**src/design/rsbm_pkg.sv**
```systemverilog
// rsbm_pkg: register map, field positions and encodings for the reset-source and boot-mode block
// assumes a 32-bit avalon-mm slave with word addressing on byte offsets
package rsbm_pkg;
  // register byte offsets
  localparam logic [7:0] OFF_RST_CAUSE_0 = 8'h00;
  localparam logic [7:0] OFF_IWDG_STATUS = 8'h04;
  localparam logic [7:0] OFF_SYS_CTRL_1 = 8'h08;
  localparam logic [7:0] OFF_SW_RESET = 8'h0c;
  localparam logic [7:0] OFF_BOOT_MODE = 8'h10;
  localparam logic [7:0] OFF_IRQ_STATUS = 8'h14;
  localparam logic [7:0] OFF_IRQ_ENABLE = 8'h18;
  localparam logic [7:0] OFF_IRQ_CLEAR = 8'h1c;
  localparam logic [7:0] OFF_SRC_CAUSE = 8'h20;
  // field positions
  localparam int MON0_FLAG_BIT = 1;
  localparam int MON1_FLAG_BIT = 2;
  localparam int MON2_FLAG_BIT = 3;
  localparam int REFRESH_ERR_BIT = 15;
  localparam int SBY_RAM_EN_BIT = 7;
  // reset values
  localparam logic [7:0] RST_CAUSE_0_RESET = 8'h00;
  localparam logic [15:0] IWDG_STATUS_RESET = 16'h0000;
  localparam logic [15:0] SYS_CTRL_1_RESET = 16'h0000;
  // software reset key, value arbitrary
  localparam logic [15:0] SW_RESET_KEY = 16'ha501;
  // reset source indices, one bit each in cause and irq registers
  localparam int NUM_SRC = 9;
  localparam int SRC_PIN = 0;
  localparam int SRC_POR = 1;
  localparam int SRC_MON0 = 2;
  localparam int SRC_MON1 = 3;
  localparam int SRC_MON2 = 4;
  localparam int SRC_DSBY = 5;
  localparam int SRC_IWDG = 6;
  localparam int SRC_SWDG = 7;
  localparam int SRC_SOFT = 8;
  // boot mode encodings
  typedef enum logic [2:0] {
    RSBM_BOOT_SERIAL = 3'h0,
    RSBM_BOOT_USB = 3'h1,
    RSBM_BOOT_DEBUG = 3'h2,
    RSBM_SINGLE_CHIP = 3'h3
  } rsbm_boot_t;
endpackage

```
**src/design/rsbm_sync.sv**
```systemverilog
// rsbm_sync: two-flop synchroniser for a vector of asynchronous levels
// assumes inputs come from pins or analog comparators outside i_clk
`timescale 1ns/1ps
module rsbm_sync #(
  parameter int WIDTH = 1,
  parameter logic [WIDTH-1:0] INIT = '0
) (
  // clock and reset
  input wire logic i_clk,
  input wire logic i_rst,
  // async levels in, synchronised levels out
  input wire logic [WIDTH-1:0] i_async,
  output logic [WIDTH-1:0] o_sync
);
  logic [WIDTH-1:0] meta;
  logic [WIDTH-1:0] next_meta;
  logic [WIDTH-1:0] next_sync;

  always_comb begin
    next_meta = i_async;
    next_sync = meta;
  end

  always_ff @(posedge i_clk) begin
    if (i_rst) begin
      meta <= INIT;
      o_sync <= INIT;
    end else begin
      meta <= next_meta;
      o_sync <= next_sync;
    end
  end
endmodule // rsbm_sync

```
**src/design/rsbm_top.sv**
```systemverilog
// rsbm_top: reset-source collection, reset cause flags, boot-mode decode, standby ram enable
// assumes avalon-mm master on i_clk; monitor and watchdog events arrive as async levels
//
// The Avalon-MM interface to the registers and the register offsets were decided locally.
`timescale 1ns/1ps
// Operation
// - reset pin low forces combined reset
// - rising supply past threshold gives power-on reset
// - supply below monitor0 threshold resets
// - monitor1 and monitor2 low supply reset
// - deep standby exit by interrupt resets
// - independent watchdog underflow or refresh error resets
// - system watchdog underflow or refresh error resets
// - cause flags at bits one to three
// - refresh error flag at bit fifteen
// - mode and boot pins select boot mode
// - mode pin rising, boot low: debug boot
// - standby ram enable at bit seven
module rsbm_top (
  // clock and reset
  input wire logic i_clk,
  input wire logic i_rst,
  // avalon-mm slave
  input wire logic [7:0] i_avs_address,
  input wire logic i_avs_read,
  input wire logic i_avs_write,
  input wire logic [31:0] i_avs_writedata,
  input wire logic [3:0] i_avs_byteenable,
  output logic [31:0] o_avs_readdata,
  output logic o_avs_waitrequest,
  // pins
  input wire logic i_external_reset_n,
  input wire logic i_mode_select_pin,
  input wire logic i_boot_select_pin,
  // monitor and watchdog requests
  input wire logic i_power_good,
  input wire logic i_monitor0_low,
  input wire logic i_monitor1_low,
  input wire logic i_monitor2_low,
  input wire logic i_deep_standby_wake,
  input wire logic i_iwdg_underflow,
  input wire logic i_iwdg_refresh_error,
  input wire logic i_swdg_underflow,
  input wire logic i_swdg_refresh_error,
  // results
  output logic o_system_reset,
  output logic [2:0] o_boot_mode,
  output logic o_standby_ram_enable,
  output logic o_irq
);
  localparam int NS = rsbm_pkg::NUM_SRC;

  // synchronised asynchronous inputs
  logic [10:0] sync_in;
  logic pin_reset_n;
  logic mode_pin;
  logic boot_pin;
  logic power_good;
  logic mon0_low;
  logic mon1_low;
  logic mon2_low;
  logic dsby_wake;
  logic iwdg_req;
  logic iwdg_ref_err;
  logic swdg_req;

  rsbm_sync #(
    .WIDTH(11),
    // idle pin and supply levels, so no false edge right after reset
    .INIT(11'h00f)
  ) u_sync (
    .i_clk(i_clk),
    .i_rst(i_rst),
    .i_async({i_swdg_underflow | i_swdg_refresh_error, i_iwdg_refresh_error,
      i_iwdg_underflow | i_iwdg_refresh_error, i_deep_standby_wake, i_monitor2_low,
      i_monitor1_low, i_monitor0_low, i_power_good, i_boot_select_pin, i_mode_select_pin,
      i_external_reset_n}),
    .o_sync(sync_in)
  );

  always_comb begin
    pin_reset_n = sync_in[0];
    mode_pin = sync_in[1];
    boot_pin = sync_in[2];
    power_good = sync_in[3];
    mon0_low = sync_in[4];
    mon1_low = sync_in[5];
    mon2_low = sync_in[6];
    dsby_wake = sync_in[7];
    iwdg_req = sync_in[8];
    iwdg_ref_err = sync_in[9];
    swdg_req = sync_in[10];
  end

  // state
  logic power_good_d;
  logic por_pending;
  logic soft_req;
  logic [NS-1:0] src_req;
  logic [NS-1:0] src_cause;
  logic [7:0] rst_cause_0;
  logic [15:0] iwdg_status;
  logic [15:0] sys_ctrl_1;
  logic [NS-1:0] irq_status;
  logic [NS-1:0] irq_enable;
  logic system_reset;
  logic mode_seen_low;
  rsbm_pkg::rsbm_boot_t boot_mode;
  logic [31:0] readdata;
  logic ack;

  logic next_power_good_d;
  logic next_por_pending;
  logic next_soft_req;
  logic [NS-1:0] next_src_cause;
  logic [7:0] next_rst_cause_0;
  logic [15:0] next_iwdg_status;
  logic [15:0] next_sys_ctrl_1;
  logic [NS-1:0] next_irq_status;
  logic [NS-1:0] next_irq_enable;
  logic next_system_reset;
  logic next_mode_seen_low;
  rsbm_pkg::rsbm_boot_t next_boot_mode;
  logic [31:0] next_readdata;
  logic next_ack;

  // bus decode
  logic access;
  logic wr;
  logic [31:0] wmask;
  logic [31:0] wdata_masked;

  always_comb begin
    access = (i_avs_read | i_avs_write) & ~ack;
    wr = i_avs_write & ~ack;
    for (int b = 0; b < 4; b++) begin
      wmask[b*8 +: 8] = {8{i_avs_byteenable[b]}};
    end
    wdata_masked = i_avs_writedata & wmask;
  end

  // per-source request vector
  always_comb begin
    src_req = '0;
    src_req[rsbm_pkg::SRC_PIN] = ~pin_reset_n;
    src_req[rsbm_pkg::SRC_POR] = por_pending;
    src_req[rsbm_pkg::SRC_MON0] = mon0_low;
    src_req[rsbm_pkg::SRC_MON1] = mon1_low;
    src_req[rsbm_pkg::SRC_MON2] = mon2_low;
    src_req[rsbm_pkg::SRC_DSBY] = dsby_wake;
    src_req[rsbm_pkg::SRC_IWDG] = iwdg_req;
    src_req[rsbm_pkg::SRC_SWDG] = swdg_req;
    src_req[rsbm_pkg::SRC_SOFT] = soft_req;
  end

  // reset sources, cause flags and boot mode
  always_comb begin
    next_power_good_d = power_good;
    // only a rising supply counts; a falling one is left to the monitors
    next_por_pending = ~power_good_d & power_good;
    next_soft_req = wr && i_avs_address == rsbm_pkg::OFF_SW_RESET &&
      (i_avs_writedata[15:0] & wmask[15:0]) == rsbm_pkg::SW_RESET_KEY;
    next_system_reset = |src_req;
    next_src_cause = src_cause | src_req;
    next_rst_cause_0 = rst_cause_0;
    next_iwdg_status = iwdg_status;
    next_sys_ctrl_1 = sys_ctrl_1;
    next_irq_enable = irq_enable;
    next_irq_status = irq_status;
    next_mode_seen_low = mode_seen_low;
    next_boot_mode = boot_mode;
    if (wr && i_avs_address == rsbm_pkg::OFF_RST_CAUSE_0) begin
      // write zero clears a flag; a new event below still wins
      next_rst_cause_0 = rst_cause_0 & (i_avs_writedata[7:0] | ~wmask[7:0]);
    end
    if (wr && i_avs_address == rsbm_pkg::OFF_IWDG_STATUS) begin
      next_iwdg_status = iwdg_status & (i_avs_writedata[15:0] | ~wmask[15:0]);
    end
    if (wr && i_avs_address == rsbm_pkg::OFF_SRC_CAUSE) begin
      next_src_cause = src_req | (src_cause & ~wdata_masked[NS-1:0]);
    end
    if (wr && i_avs_address == rsbm_pkg::OFF_SYS_CTRL_1) begin
      next_sys_ctrl_1 = (sys_ctrl_1 & ~wmask[15:0]) | wdata_masked[15:0];
    end
    if (wr && i_avs_address == rsbm_pkg::OFF_IRQ_ENABLE) begin
      next_irq_enable = (irq_enable & ~wmask[NS-1:0]) | wdata_masked[NS-1:0];
    end
    if (wr && i_avs_address == rsbm_pkg::OFF_IRQ_CLEAR) begin
      next_irq_status = irq_status & ~wdata_masked[NS-1:0];
    end
    // set wins over clear
    next_irq_status = next_irq_status | (src_req & ~src_cause);
    if (mon0_low) begin
      next_rst_cause_0[rsbm_pkg::MON0_FLAG_BIT] = 1'b1;
    end
    if (mon1_low) begin
      next_rst_cause_0[rsbm_pkg::MON1_FLAG_BIT] = 1'b1;
    end
    if (mon2_low) begin
      next_rst_cause_0[rsbm_pkg::MON2_FLAG_BIT] = 1'b1;
    end
    if (iwdg_ref_err) begin
      next_iwdg_status[rsbm_pkg::REFRESH_ERR_BIT] = 1'b1;
    end
    // pins decode while reset is held; frozen once it is released
    if (system_reset) begin
      if (!mode_pin) begin
        next_mode_seen_low = 1'b1;
      end
      if (mode_pin && mode_seen_low && !boot_pin) begin
        next_boot_mode = rsbm_pkg::RSBM_BOOT_DEBUG;
      end else if (mode_pin) begin
        next_boot_mode = rsbm_pkg::RSBM_SINGLE_CHIP;
      end else if (boot_pin) begin
        next_boot_mode = rsbm_pkg::RSBM_BOOT_USB;
      end else begin
        next_boot_mode = rsbm_pkg::RSBM_BOOT_SERIAL;
      end
    end else begin
      next_mode_seen_low = 1'b0;
    end
  end

  // register read mux, one wait cycle then ack
  always_comb begin
    next_ack = access;
    next_readdata = 32'h0000_0000;
    if (access && i_avs_read) begin
      case (i_avs_address)
        rsbm_pkg::OFF_RST_CAUSE_0: next_readdata[7:0] = rst_cause_0;
        rsbm_pkg::OFF_IWDG_STATUS: next_readdata[15:0] = iwdg_status;
        rsbm_pkg::OFF_SYS_CTRL_1: next_readdata[15:0] = sys_ctrl_1;
        rsbm_pkg::OFF_BOOT_MODE: next_readdata[2:0] = boot_mode;
        rsbm_pkg::OFF_IRQ_STATUS: next_readdata[NS-1:0] = irq_status;
        rsbm_pkg::OFF_IRQ_ENABLE: next_readdata[NS-1:0] = irq_enable;
        rsbm_pkg::OFF_SRC_CAUSE: next_readdata[NS-1:0] = src_cause;
        default: next_readdata = 32'h0000_0000;
      endcase
    end
  end

  always_ff @(posedge i_clk) begin
    if (i_rst) begin
      power_good_d <= 1'b1;
      por_pending <= 1'b0;
      soft_req <= 1'b0;
      src_cause <= '0;
      rst_cause_0 <= rsbm_pkg::RST_CAUSE_0_RESET;
      iwdg_status <= rsbm_pkg::IWDG_STATUS_RESET;
      sys_ctrl_1 <= rsbm_pkg::SYS_CTRL_1_RESET;
      irq_status <= '0;
      irq_enable <= '0;
      system_reset <= 1'b1;
      mode_seen_low <= 1'b0;
      boot_mode <= rsbm_pkg::RSBM_SINGLE_CHIP;
      readdata <= 32'h0000_0000;
      ack <= 1'b0;
    end else begin
      power_good_d <= next_power_good_d;
      por_pending <= next_por_pending;
      soft_req <= next_soft_req;
      src_cause <= next_src_cause;
      rst_cause_0 <= next_rst_cause_0;
      iwdg_status <= next_iwdg_status;
      sys_ctrl_1 <= next_sys_ctrl_1;
      irq_status <= next_irq_status;
      irq_enable <= next_irq_enable;
      system_reset <= next_system_reset;
      mode_seen_low <= next_mode_seen_low;
      boot_mode <= next_boot_mode;
      readdata <= next_readdata;
      ack <= next_ack;
    end
  end

  always_comb begin
    o_avs_readdata = readdata;
    o_avs_waitrequest = (i_avs_read | i_avs_write) & ~ack;
    o_system_reset = system_reset;
    o_boot_mode = boot_mode;
    o_standby_ram_enable = sys_ctrl_1[rsbm_pkg::SBY_RAM_EN_BIT];
    o_irq = |(irq_status & irq_enable);
  end
endmodule // rsbm_top

```
**config.mk**
```make
export PLATFORM = sky130hd
export DESIGN_NAME = rsbm_top
export DESIGN_NICKNAME = d
export VERILOG_FILES = /design/src/design/rsbm_pkg.sv /design/src/design/rsbm_sync.sv /design/src/design/rsbm_top.sv
export SDC_FILE = /design/constraint.sdc
export NUM_CORES = 1
export LEC_CHECK = 0
export ABC_CLOCK_PERIOD_IN_PS = 2510
export BUFFER_PORTS_ARGS = -buffer_cell sky130_fd_sc_hd__buf_2
export CAP_MARGIN = 20
export CORE_UTILIZATION = 51
export CTS_CLUSTER_SIZE = 30
export DETAILED_ROUTE_END_ITERATION = 12
export PLACE_DENSITY = 0.75
export SLEW_MARGIN = 0
export SYNTH_ARGS = -nofsm -noshare
export SYNTH_HDL_FRONTEND = slang
export SYNTH_SLANG_ARGS = --single-unit
```
**constraint.sdc**
```tcl
create_clock -name i_clk -period 2.51 [get_ports i_clk]
set_clock_uncertainty 0.15 [all_clocks]
set_input_delay 0.1255 -clock i_clk [delete_from_list [all_inputs] [get_ports i_clk]]
set_output_delay 0.1255 -clock i_clk [all_outputs]
set_load 0.1 [all_outputs]
```
* Word-level counts from Yosys, hierarchy flattened
Cells that the tools add are included.
Widths: inputs -> output; s select.
** Word-level totals
- Bits in registers :: 130
- Input bits :: 60
- Output and inout bits :: 39
- Word-level logic and storage cells :: 99
** Operators by class
- Equal/unequal tests :: 9
- Mux-type cells :: 15
- Bitwise logic cells :: 33
- Reduce and logical (&&, ||, !) cells :: 21
** Operator list (count)
- $and 16x16->16 :: 4
- $and 9x9->9 :: 5
- $or 9x9->9 :: 4
- $eq 8x5->1 const B :: 4
- $or 16x16->16 :: 2
- $pmux 5 s6 :: 1
- $not 9->9 :: 3
- $pmux 3 s7 :: 1
- $mux 9 :: 2
- $reduce_or 9->1 :: 2
- $eq 16x16->1 const B :: 1
- $eq 8x4->1 const B :: 2
- $mux 16 :: 1
- $not 16->16 :: 1
- $pmux 7 s2 :: 1
- $logic_and 1x1->1 :: 11
- $and 8x8->8 :: 1
- $eq 8x3->1 const B :: 1
- $eq 8x6->1 const B :: 1
- $logic_not 8->1 :: 1
- $not 8->8 :: 1
- $or 8x8->8 :: 1
- $reduce_bool 2->1 :: 4
- $mux 1 :: 5
- 8 further kinds :: 18

* Longest topological paths before layout
Gate-level depths: netlist of the first run.
- Depth after elaboration :: 5
- Depth in mapped cells :: 6
- Mapped depth without buffers :: 4

* Modules after synthesis
A second synthesis of the first run with hierarchy kept.
** Second synthesis, totals
- Cells, all modules :: 517
- Area, all modules :: 4558.1 um^2
** Modules (own cells, without submodules)
- rsbm_top :: times used 1, cells an instance 471, area an instance 3961.3 um^2, sequential area each 1821.7 um^2
- rsbm_sync :: times used 1, cells an instance 46, area an instance 596.8 um^2, sequential area each 440.4 um^2

* Worst setup path after synthesis of the first run
No wires, ideal clock.
- Path kind :: flip-flop to output port
- Start point :: register ack
- End point :: output port o_avs_waitrequest
- Data arrival time :: 1587 ps
- Required time :: 2234 ps
- Slack :: 647 ps
- Cell stages (with the launch flop) :: 2
- Path buffers :: 0
- Path through :: dfxtp_1 nor2_1
** On the way
- Word-level cells in the longest chain between the ends :: 2
** RTL lines
- start: declaration :: RTL line rsbm_top.sv:110 : logic ack;
- start signal: assignment :: RTL line rsbm_top.sv:272 : ack <= next_ack;
- $not 1->1 :: RTL line rsbm_top.sv:278 : o_avs_waitrequest = (i_avs_read | i_avs_write) & ~ack;
- $and 1x1->1 :: RTL line rsbm_top.sv:278
- end: declaration :: RTL line rsbm_top.sv:30 : output logic o_avs_waitrequest,
No other way between the ends.

* Worst setup path after layout of the first run
- Start point :: input port i_avs_writedata[6]
- End point :: register soft_req
** On the way
- Word-level cells in the longest chain between the ends :: 3
** RTL lines
- start: declaration :: RTL line rsbm_top.sv:27 : input wire logic [31:0] i_avs_writedata,
- $and 16x16->16 :: RTL line rsbm_top.sv:162 : (i_avs_writedata[15:0] & wmask[15:0]) == rsbm_pkg::SW_RESET_KEY;
- $eq 16x16->1 :: RTL line rsbm_top.sv:162
- $logic_and 1x1->1 :: RTL line rsbm_top.sv:161 : next_soft_req = wr && i_avs_address == rsbm_pkg::OFF_SW_RESET &&
- end signal: assignment :: RTL line rsbm_top.sv:261 : soft_req <= next_soft_req;
- end: declaration :: RTL line rsbm_top.sv:98 : logic soft_req;
No other way between the ends.
A chain may end at the register's enable or synchronous reset.

==> flow_summary.ini, run 1 <==
[sta]
setup_viol = 0
timing_hold_violations_final = 0
max-slew-margin-rel = 0.5038
unrepaired_setup_endpoints_after_global_routing = false
fmax_mhz = 446.2
tightestPinTransition_ps = 742.4
finalCritPeriodShare = 0.8930
setup_total_negative_slack_ps = 0
report.final.slew_viol_count = 0
fin_crit_ps = 2241
holdWs_ps = 55.19

[synth]
proportion_of_netlist_area_held_by_the_largest_area_contributor = 0.4947
netlist-cell-type-count = 51
synth.cell_area_mm2 = 0.004573
ys_seq_area_frac = 0.4947
share_of_synthesized_registers_carrying_an_async_set_or_reset = 0
synth_ff_type = sky130_fd_sc_hd__dfxtp_1
synth_top_cell_by_area = sky130_fd_sc_hd__dfxtp_1
avgSynthCellArea_um2 = 9.668
ys_seq_elements = 113
edff_count_synth = 0
post_synth_inst_count = 473
ys_warn_count = 0
netlist_top_cells_area = sky130_fd_sc_hd__dfxtp_1 (49%), sky130_fd_sc_hd__mux2i_1 (7.2%), sky130_fd_sc_hd__nor2_1 (5.8%)

[critical_path]
crit_start = i_avs_writedata[6]
cp.required_ps = 2770
worstPathMaxFanout = 6
setup.reg_to_reg.worst_slack_ps = 490
worst_setup_path_start_kind = primary input
worstRegToRegCells = 4
criticalPathCategory = primary input to register
worst_setup_path_end_kind = register
r2r-end = irq_status[3]
cp_data_arrival_time_ps = 2500
regToRegStartpoint = ack
worst_setup_endpoint = soft_req

[grt]
global_route.usage.met3 = 0.07153
wire_length_of_the_first_global_routing_pass_mm = 18.75
grt_pass1_vias = 3752
busiest_layer = met2
grt_max_degree = 53
global_route.usage.met2 = 0.4317
track_usage = 0.2557
met1_use_gr = 0.3066
grt-ovfl-total = 0
antenna_found_initial = 0

[clock_tree]
clockRootBuffer = sky130_fd_sc_hd__clkbuf_8
clock_tree.htree_level_count = 4
worst_skew_pair.late_latency_ps = 510
cts_tree = built
cts_made_buffers = 17
clock_sinks = 113
cts.reportedPaths.clkPinSlew_ps = 60
ctsLongestPathBuffers = 2
cts_resized = 0

[die]
floorplan.rows = 34
ioPinCount = 99
chipWidth_um = 96.70
die_height_um = 96.70
die_area_mm2 = 0.009350
start_util = 0.5244
coreArea_mm2 = 0.008721

[power_and_ir_drop]
leakage_power_nw = 2.583
max-vdd-ir-drop_mv = 0.5944
cell_pwr_density_mw_per_mm2 = 773.9

[hold_path]
hold_path.class = primary input to register
hold_depth = 3

[cells_and_area]
final_nets = 643
antenna-diode-count = 0
layout_cell_share_with_drive_strength_beyond_1 = 0.2222
synthToLayoutAreaGrowth_pct = 29.90

[flow_run]
count_of_max_cap_constraint_violations = 0

[drt]
drt_first_iter_violations = 289
post_drt_via_cell_ratio = 5.575
drt-wirelength-per-cell_um = 16.36
number_of_routed_nets_with_antenna_violations = 0
dr_total_vias = 3914
drtPass1Iterations = 5
drt_drc_violations_left = 0
postRouteWirelength_mm = 11.49

[placed_design]
gp_congestion = 0.8479
place.port_buffers = 63
place.detailed.hpwl_mm = 7.129

[status]
outcome = complete, no violations
[cell usage after synthesis (4+ instances only)]
library cell,n
sky130_fd_sc_hd__buf_4,18
sky130_fd_sc_hd__nor2_1,71
sky130_fd_sc_hd__a22oi_1,10
sky130_fd_sc_hd__a211oi_1,4
sky130_fd_sc_hd__nor3_1,12
sky130_fd_sc_hd__nor2b_1,16
sky130_fd_sc_hd__o21ai_0,13
sky130_fd_sc_hd__o2bb2ai_1,6
sky130_fd_sc_hd__or2_2,10
sky130_fd_sc_hd__nand2_1,5
sky130_fd_sc_hd__mux2i_1,33
sky130_fd_sc_hd__clkbuf_1,17
sky130_fd_sc_hd__mux2_2,11
sky130_fd_sc_hd__nand2b_1,9
sky130_fd_sc_hd__nor3b_1,23
sky130_fd_sc_hd__nand3_1,7
sky130_fd_sc_hd__inv_1,14
sky130_fd_sc_hd__dfxtp_1,113
sky130_fd_sc_hd__a21oi_1,19
sky130_fd_sc_hd__and2_1,4
sky130_fd_sc_hd__a222oi_1,6
[critical path, cell delays in order]
cell	delay (ps)
sky130_fd_sc_hd__dlygate4sd3_1	530
sky130_fd_sc_hd__buf_2	160
sky130_fd_sc_hd__o31ai_1	250
sky130_fd_sc_hd__dlygate4sd3_1	600
sky130_fd_sc_hd__nand3_1	90
sky130_fd_sc_hd__dlygate4sd3_1	590
sky130_fd_sc_hd__nor4_1	170
[cell type report]
type / instances / area, um2
Fill cell: 648 / 2780
Timing Repair Buffer: 115 / 813.3
Multi-Input combinational cell: 322 / 2097
Inverter: 14 / 52.55
Clock buffer: 26 / 508.0
Tap cell: 108 / 135.1
Clock inverter: 4 / 72.57
Sequential cell: 113 / 2262
[metrics by stage]
stage	setup slack [ps]	total power, W	cells	cell area, um2	util
3_3_place_gp	381.5	0.002243	629	4930	0.5653
2_1_floorplan	647.2	0.002170	489	4633	-
6_report	268.6	0.004598	702	5941	0.6812
3_5_place_dp	378.0	0.002249	629	4930	0.5653
5_1_grt	208.2	0.004744	702	5941	0.6812
4_1_cts	289.0	0.004602	702	5941	0.6812
[cells in the final DEF, fill, tap and decap left out, drive strengths merged, types with 11 or more instances in the layout]
| cell type | n |
|---|---|
| buf | 72 |
| nor3 | 12 |
| clkbuf | 26 |
| o21ai | 16 |
| nor2 | 71 |
| dfxtp | 113 |
| a21oi | 19 |
| mux2i | 33 |
| inv | 14 |
| dlygate4sd3 | 43 |
| mux2 | 11 |
| nor2b | 16 |
| nor3b | 24 |
| conb | 17 |
[where the power goes]
group	internal [W]	switching (W)
clock network	0.00156	0.000769
logic	0.000131	0.000279
registers	0.00184	0.0000254
[per-layer routing]
metal | part of all wire | up-vias
li1 | - | 1845
met1 | 0.42 | 1887
met2 | 0.51 | 164
met3 | 0.060 | 18
met4 | 0.018 | 0
met5 | 0 | -
[timing repair]
item,4_1_cts,5_1_grt
endpoints found under the setup margin,0,0
hold buffers,43,0
buffers inserted,0,0
endpoints found under the hold margin,81,0
[worst min-delay path by stage]
| stage | start | endpoint | slack, ps |
|---|---|---|---|
| after floorplan | i_external_reset_n | u_sync.meta[0] | 80 |
| after global placement | i_external_reset_n | u_sync.meta[0] | 160 |
| after detailed placement | i_external_reset_n | u_sync.meta[0] | 160 |
| after CTS | i_rst | register | 40 |
| after global routing | i_rst | register | 60 |
| final | i_rst | register | 60 |
[cell families (layout without fill, tap and decap cells)]
kind of cell	after synthesis	count (layout)	synth area share
flip-flops	113	113	0.4947
AO/OA/AOI/OAI	75	75	0.1138
multiplexers	44	44	0.09932
AND/OR/NAND/NOR	186	186	0.2315
other	1	17	0.0008200
buffers and inverters	54	159	0.05992
Note: power is estimated with default switching activity, not from simulation.
==> run 2: changes to the inputs <==
--- a/config.mk
+++ b/config.mk
@@ -8,11 +8,13 @@
 export ABC_CLOCK_PERIOD_IN_PS = 2510
 export BUFFER_PORTS_ARGS = -buffer_cell sky130_fd_sc_hd__buf_2
 export CAP_MARGIN = 20
+export CORE_MARGIN = 2
 export CORE_UTILIZATION = 51
 export CTS_CLUSTER_SIZE = 30
 export DETAILED_ROUTE_END_ITERATION = 12
+export HOLD_SLACK_MARGIN = 0.15
 export PLACE_DENSITY = 0.75
-export SLEW_MARGIN = 0
+export SLEW_MARGIN = 20
 export SYNTH_ARGS = -nofsm -noshare
 export SYNTH_HDL_FRONTEND = slang
 export SYNTH_SLANG_ARGS = --single-unit
==> run 2 against run 1 <==
  * Routed wire length decreased by 0.55%
  * Maximum frequency fell by 4.8%
  * Sequential cell count unchanged
  * Power is 2.5% higher
  * Setup slack worse by 110 ps
  * Sequential power barely moved
  * Cell count increased by 0.71%
  * Critical path depth unchanged
  * Register-to-register slack about the same
  * Non-clock buffer count up 3
  * Largest power group unchanged
==> flow_summary.ini, run 2 (synthesized netlist as in run 1, its figures left out) <==
[status]
outcome = complete, no violations

[drt]
post_drt_via_cell_ratio = 5.467
number_of_routed_nets_with_antenna_violations = 0
drt-wirelength-per-cell_um = 16.16
dr_total_vias = 3865
drt_first_iter_violations = 273
drt_drc_violations_left = 0
drtPass1Iterations = 5
postRouteWirelength_mm = 11.42

[critical_path]
cp_data_arrival_time_ps = 2570
worstPathMaxFanout = 22
setup.reg_to_reg.worst_slack_ps = 500
criticalPathCategory = primary input to register
critical_path.most_common_cell = sky130_fd_sc_hd__dlygate4sd3_1
cp.required_ps = 2730
worstRegToRegCells = 4
critical-path-slowest-cell = sky130_fd_sc_hd__dlygate4sd3_1
cells_along_the_critical_path = dlygate4sd3_1, buf_2, nor4b_2, dlygate4sd3_1, nand3_1, mux2i_1, nor2_1
regToRegStartpoint = ack
worst_setup_path_start_kind = primary input
r2r-end = rst_cause_0[1]
crit_cells = 7
crit_buf_inv = 3
worst_path_dominant_cell_family = buffers and inverters
crit_start = i_avs_address[3]
worst_setup_path_end_kind = register
critical_path.max_stage_delay_ps = 680

[placed_design]
place.port_buffers = 63
place_inst = 627
place.detailed.hpwl_mm = 7.415
dpl_worst_slack_ps = 445.4
placedInstanceArea_mm2 = 0.004915
gp_congestion = 0.8904

[power_and_ir_drop]
leakage_power_nw = 2.614
cell_pwr_density_mw_per_mm2 = 784.5
max-vdd-ir-drop_mv = 0.4861

[grt]
wire_length_of_the_first_global_routing_pass_mm = 18.78
antenna_found_initial = 0
grt-ovfl-total = 0
grt_max_degree = 98
track_usage = 0.2466
grt_pass1_vias = 3912

[clock_tree]
worst_skew_pair.late_latency_ps = 520
clock_sinks = 113
clock_tree.htree_level_count = 4
cts_tree = built
ctsLongestPathBuffers = 2
clockRootBuffer = sky130_fd_sc_hd__clkbuf_8
cts_made_buffers = 17
cts.reportedPaths.clkPinSlew_ps = 50

[sta]
fin_crit_ps = 2355
unrepaired_setup_endpoints_after_global_routing = false
fmax_mhz = 424.6
report.final.slew_viol_count = 0
timing.final.ws_setup_ps = 154.9
max-slew-margin-rel = 0.3745
setup_total_negative_slack_ps = 0
timing_hold_violations_final = 0
setup_viol = 0
tightestPinTransition_ps = 938.3
finalCritPeriodShare = 0.9383

[cells_and_area]
final_nets = 646
finalNonFillerCells = 707
synthToLayoutAreaGrowth_pct = 31.38
antenna-diode-count = 0
commonest_cells_after_routing_fill_and_taps_aside = sky130_fd_sc_hd__dfxtp_1 (113), sky130_fd_sc_hd__nor2_1 (71), sky130_fd_sc_hd__buf_2 (63), sky130_fd_sc_hd__dlygate4sd3_1 (48), sky130_fd_sc_hd__mux2i_1 (33)
layout_cell_share_with_drive_strength_beyond_1 = 0.2237
final_common_cell = sky130_fd_sc_hd__dfxtp_1
post-route-cell-area_mm2 = 0.006008

[die]
coreArea_mm2 = 0.008721
ioPinCount = 99
start_util = 0.5244
die_area_mm2 = 0.009741
die_height_um = 98.70
floorplan.rows = 34
chipWidth_um = 98.70

[flow_run]
count_of_max_cap_constraint_violations = 0

[hold_path]
hold_path.class = primary input to register
-- run 2: area by class of cell --
class,instances,area (um2)
clock buffer,21,449.2
multi-input combinational,322,2101
clock inverter,11,160.2
tap,108,135.1
sequential,113,2262
inverter,14,52.55
timing repair buffer,118,848.3
fill,650,2713
-- run 2: worst min-delay path: stages --
cell and delay, ps:
sky130_fd_sc_hd__dlygate4sd3_1 510, sky130_fd_sc_hd__buf_2 90, sky130_fd_sc_hd__or2_2 80
-- run 2: per-layer routing --
layer	share of wire	wire length [um]	track usage	up-vias
met1	0.43	4953	0.3086	1828
met5	0	0	0	-
met3	0.061	696	0.07730	22
met4	0.025	285	0.1117	0
met2	0.48	5487	0.3914	148
li1	-	-	-	1867
-- run 2: worst min-delay path by stage --
stage / startpoint / to / slack [ps] / depth (start not counted)
floorplan: i_external_reset_n / u_sync.meta[0] / 80 / 1
global placement: i_power_good / u_sync.meta[3] / 160 / 2
detailed placement: i_external_reset_n / u_sync.meta[0] / 160 / 2
CTS: i_external_reset_n / u_sync.meta[0] / 150 / 3
global route: i_external_reset_n / u_sync.meta[0] / 160 / 3
finish: i_external_reset_n / u_sync.meta[0] / 170 / 3
-- run 2: power breakdown --
group          total (W)  leakage, nW  internal [W]  switching [W]
Sequential       0.00186        0.919       0.00184      0.0000275
Combinational   0.000410         1.40      0.000132       0.000278
Clock            0.00244        0.297       0.00165       0.000788
-- run 2: timing repair --
item	in CTS	in global routing
endpoints found under the hold margin	96	0
setup buffers	0	0
setup endpoints to repair	0	1
hold buffers	49	0
gates resized for setup	0	1
-- run 2: through the flow --
stage                     hold slack [ps]  power (W)  utilization
after floorplan                     79.31   0.002170            -
after global routing                163.1   0.004884       0.6890
after global placement              158.3   0.002242       0.5636
final                               168.1   0.004713       0.6890
after CTS                           151.7   0.004738       0.6897
after detailed placement            159.5   0.002249       0.5636
==> run 3: changes to the inputs <==
--- a/config.mk
+++ b/config.mk
@@ -5,7 +5,7 @@
 export SDC_FILE = /design/constraint.sdc
 export NUM_CORES = 1
 export LEC_CHECK = 0
-export ABC_CLOCK_PERIOD_IN_PS = 2510
+export ABC_CLOCK_PERIOD_IN_PS = 2800
 export BUFFER_PORTS_ARGS = -buffer_cell sky130_fd_sc_hd__buf_2
 export CAP_MARGIN = 20
 export CORE_MARGIN = 2
==> constraint.sdc (replaced) <==
create_clock -name i_clk -period 2.8 [get_ports i_clk]
set_clock_uncertainty 0.15 [all_clocks]
set_input_delay 0.14 -clock i_clk [delete_from_list [all_inputs] [get_ports i_clk]]
set_output_delay 0.14 -clock i_clk [all_outputs]
set_load 0.1 [all_outputs]
==> run 3 against run 2 <==
  * Power down 15%
  * Die area unchanged
  * Largest cell class unchanged
  * Sequential share of layout area up 0.40 points
  * Setup slack got worse by 4.2 ps
  * Global-route usage is 0.69 points lower
==> flow_summary.ini, run 3 (synthesized netlist as in run 1, its figures left out) <==
[clock_tree]
clock_sinks = 113
cts_tree = built
postCtsSetupRepairBufs = 0
ctsLongestPathBuffers = 2
clock_tree.htree_level_count = 4
cts.reportedPaths.clkPinSlew_ps = 50
cts_made_buffers = 17
clockRootBuffer = sky130_fd_sc_hd__clkbuf_8
worst_skew_pair.late_latency_ps = 520

[cells_and_area]
commonest_cells_after_routing_fill_and_taps_aside = sky130_fd_sc_hd__dfxtp_1 (113), sky130_fd_sc_hd__nor2_1 (71), sky130_fd_sc_hd__buf_2 (63), sky130_fd_sc_hd__dlygate4sd3_1 (48), sky130_fd_sc_hd__mux2i_1 (33)
final_common_cell = sky130_fd_sc_hd__dfxtp_1
layout_cell_share_with_drive_strength_beyond_1 = 0.2138
synthToLayoutAreaGrowth_pct = 29.99
antenna-diode-count = 0
final_nets = 642
finalNonFillerCells = 702

[power_and_ir_drop]
power.share.switching = 0.2387
leakage_power_nw = 2.581
internal_power_w = 0.003067
sequentialPowerShare = 0.415
share_comb_of_total_power = 0.091
max-vdd-ir-drop_mv = 0.4243
net-switching-power_w = 0.0009615
share_clk_of_total_power = 0.495
cell_pwr_density_mw_per_mm2 = 677.8

[sta]
max-slew-margin-rel = 0.5496
tightestPinTransition_ps = 675.6
timing_hold_violations_final = 0
setup_viol = 0
fmax_mhz = 377.5
finalCritPeriodShare = 0.9462
report.final.slew_viol_count = 0
fin_crit_ps = 2649
holdWs_ps = 184.9

[die]
coreArea_mm2 = 0.008721
ioPinCount = 99
chipWidth_um = 98.70
floorplan.rows = 34
die_area_mm2 = 0.009741
start_util = 0.5244
die_height_um = 98.70

[grt]
grt_pass1_vias = 3747
grt-ovfl-total = 0
track_usage = 0.2396
antenna_found_initial = 0
wire_length_of_the_first_global_routing_pass_mm = 18.42
grt_max_degree = 98

[status]
outcome = complete, no violations

[drt]
drt-wirelength-per-cell_um = 16.02
number_of_routed_nets_with_antenna_violations = 0
drt_first_iter_violations = 322
drtPass1Iterations = 5
postRouteWirelength_mm = 11.25
post_drt_via_cell_ratio = 5.462
drt_drc_violations_left = 0
dr_total_vias = 3834

[placed_design]
gp_congestion = 0.9103
place_inst = 623
place.detailed.hpwl_mm = 7.188
place.port_buffers = 63

[flow_run]
count_of_max_cap_constraint_violations = 0

[critical_path]
cp.required_ps = 3030
worst_setup_path_end_kind = register
worstPathMaxFanout = 13
worst_setup_path_start_kind = primary input
cp_data_arrival_time_ps = 2880
worstRegToRegCells = 5
criticalPathCategory = primary input to register

[hold_path]
hold_path.class = primary input to register
hold_depth = 4
==> run 3: final timing paths <==
path / from / end / slack (ps)
worst min-delay path: i_avs_write / src_cause[5] / 180
worst max register to register: ack / register / 420
worst min register to register: power_good_d / por_pending / 240
worst max-delay path: i_avs_address[3] / register / 150
==> run 3: per-layer routing <==
metal	routed length, um	global-route usage	up-vias
met5	0	0	-
met4	197	0.09800	0
met3	937	0.06667	24
met2	5271	0.3694	191
met1	4839	0.3194	1764
li1	-	-	1855
==> run 3: layout make-up <==
cell class	count	area [um2]
well taps	108	135.1
clock buffers	26	508.0
inverters	14	52.55
repair buffers	114	822.0
multi-input cells	322	2115
flip-flops and latches	113	2262
clock inverters	5	50.05
fillers	653	2776
==> run 3: worst max-delay path, stage by stage <==
cell,delay (ps)
sky130_fd_sc_hd__dlygate4sd3_1,520
sky130_fd_sc_hd__buf_2,250
sky130_fd_sc_hd__nor4b_4,400
sky130_fd_sc_hd__dlygate4sd3_1,660
sky130_fd_sc_hd__nand3_1,90
sky130_fd_sc_hd__dlygate4sd3_1,610
sky130_fd_sc_hd__mux2i_1,150
sky130_fd_sc_hd__nor2_1,50
==> run 3: power by group through the flow <==
stage,logic [W],registers (W),clock network (W)
final,0.000366,0.00167,0.00199
after global routing,0.000389,0.00167,0.00209
after CTS,0.000358,0.00167,0.00202
after detailed placement,0.000310,0.00170,0
after global placement,0.000306,0.00170,0
after floorplan,0.000235,0.00171,0
==> run 3: timing repair <==
item	in CTS	in global routing
hold buffers	48	0
gates resized for setup	0	3
setup endpoints to repair	0	2
hold endpoints to repair	96	0
==> run 3: metrics by stage <==
stage	utilization	setup slack, ps	instance area, um2	TNS [ps]	total power (W)
after CTS	0.6792	22.88	5923	0	0.004047
after global routing	0.6816	-9.831	5944	-9.831	0.004157
final	0.6816	150.7	5944	0	0.004029
after floorplan	-	922.7	4633	0	0.001946
after detailed placement	0.5601	587.6	4885	0	0.002012
after global placement	0.5601	628.4	4885	0	0.002006
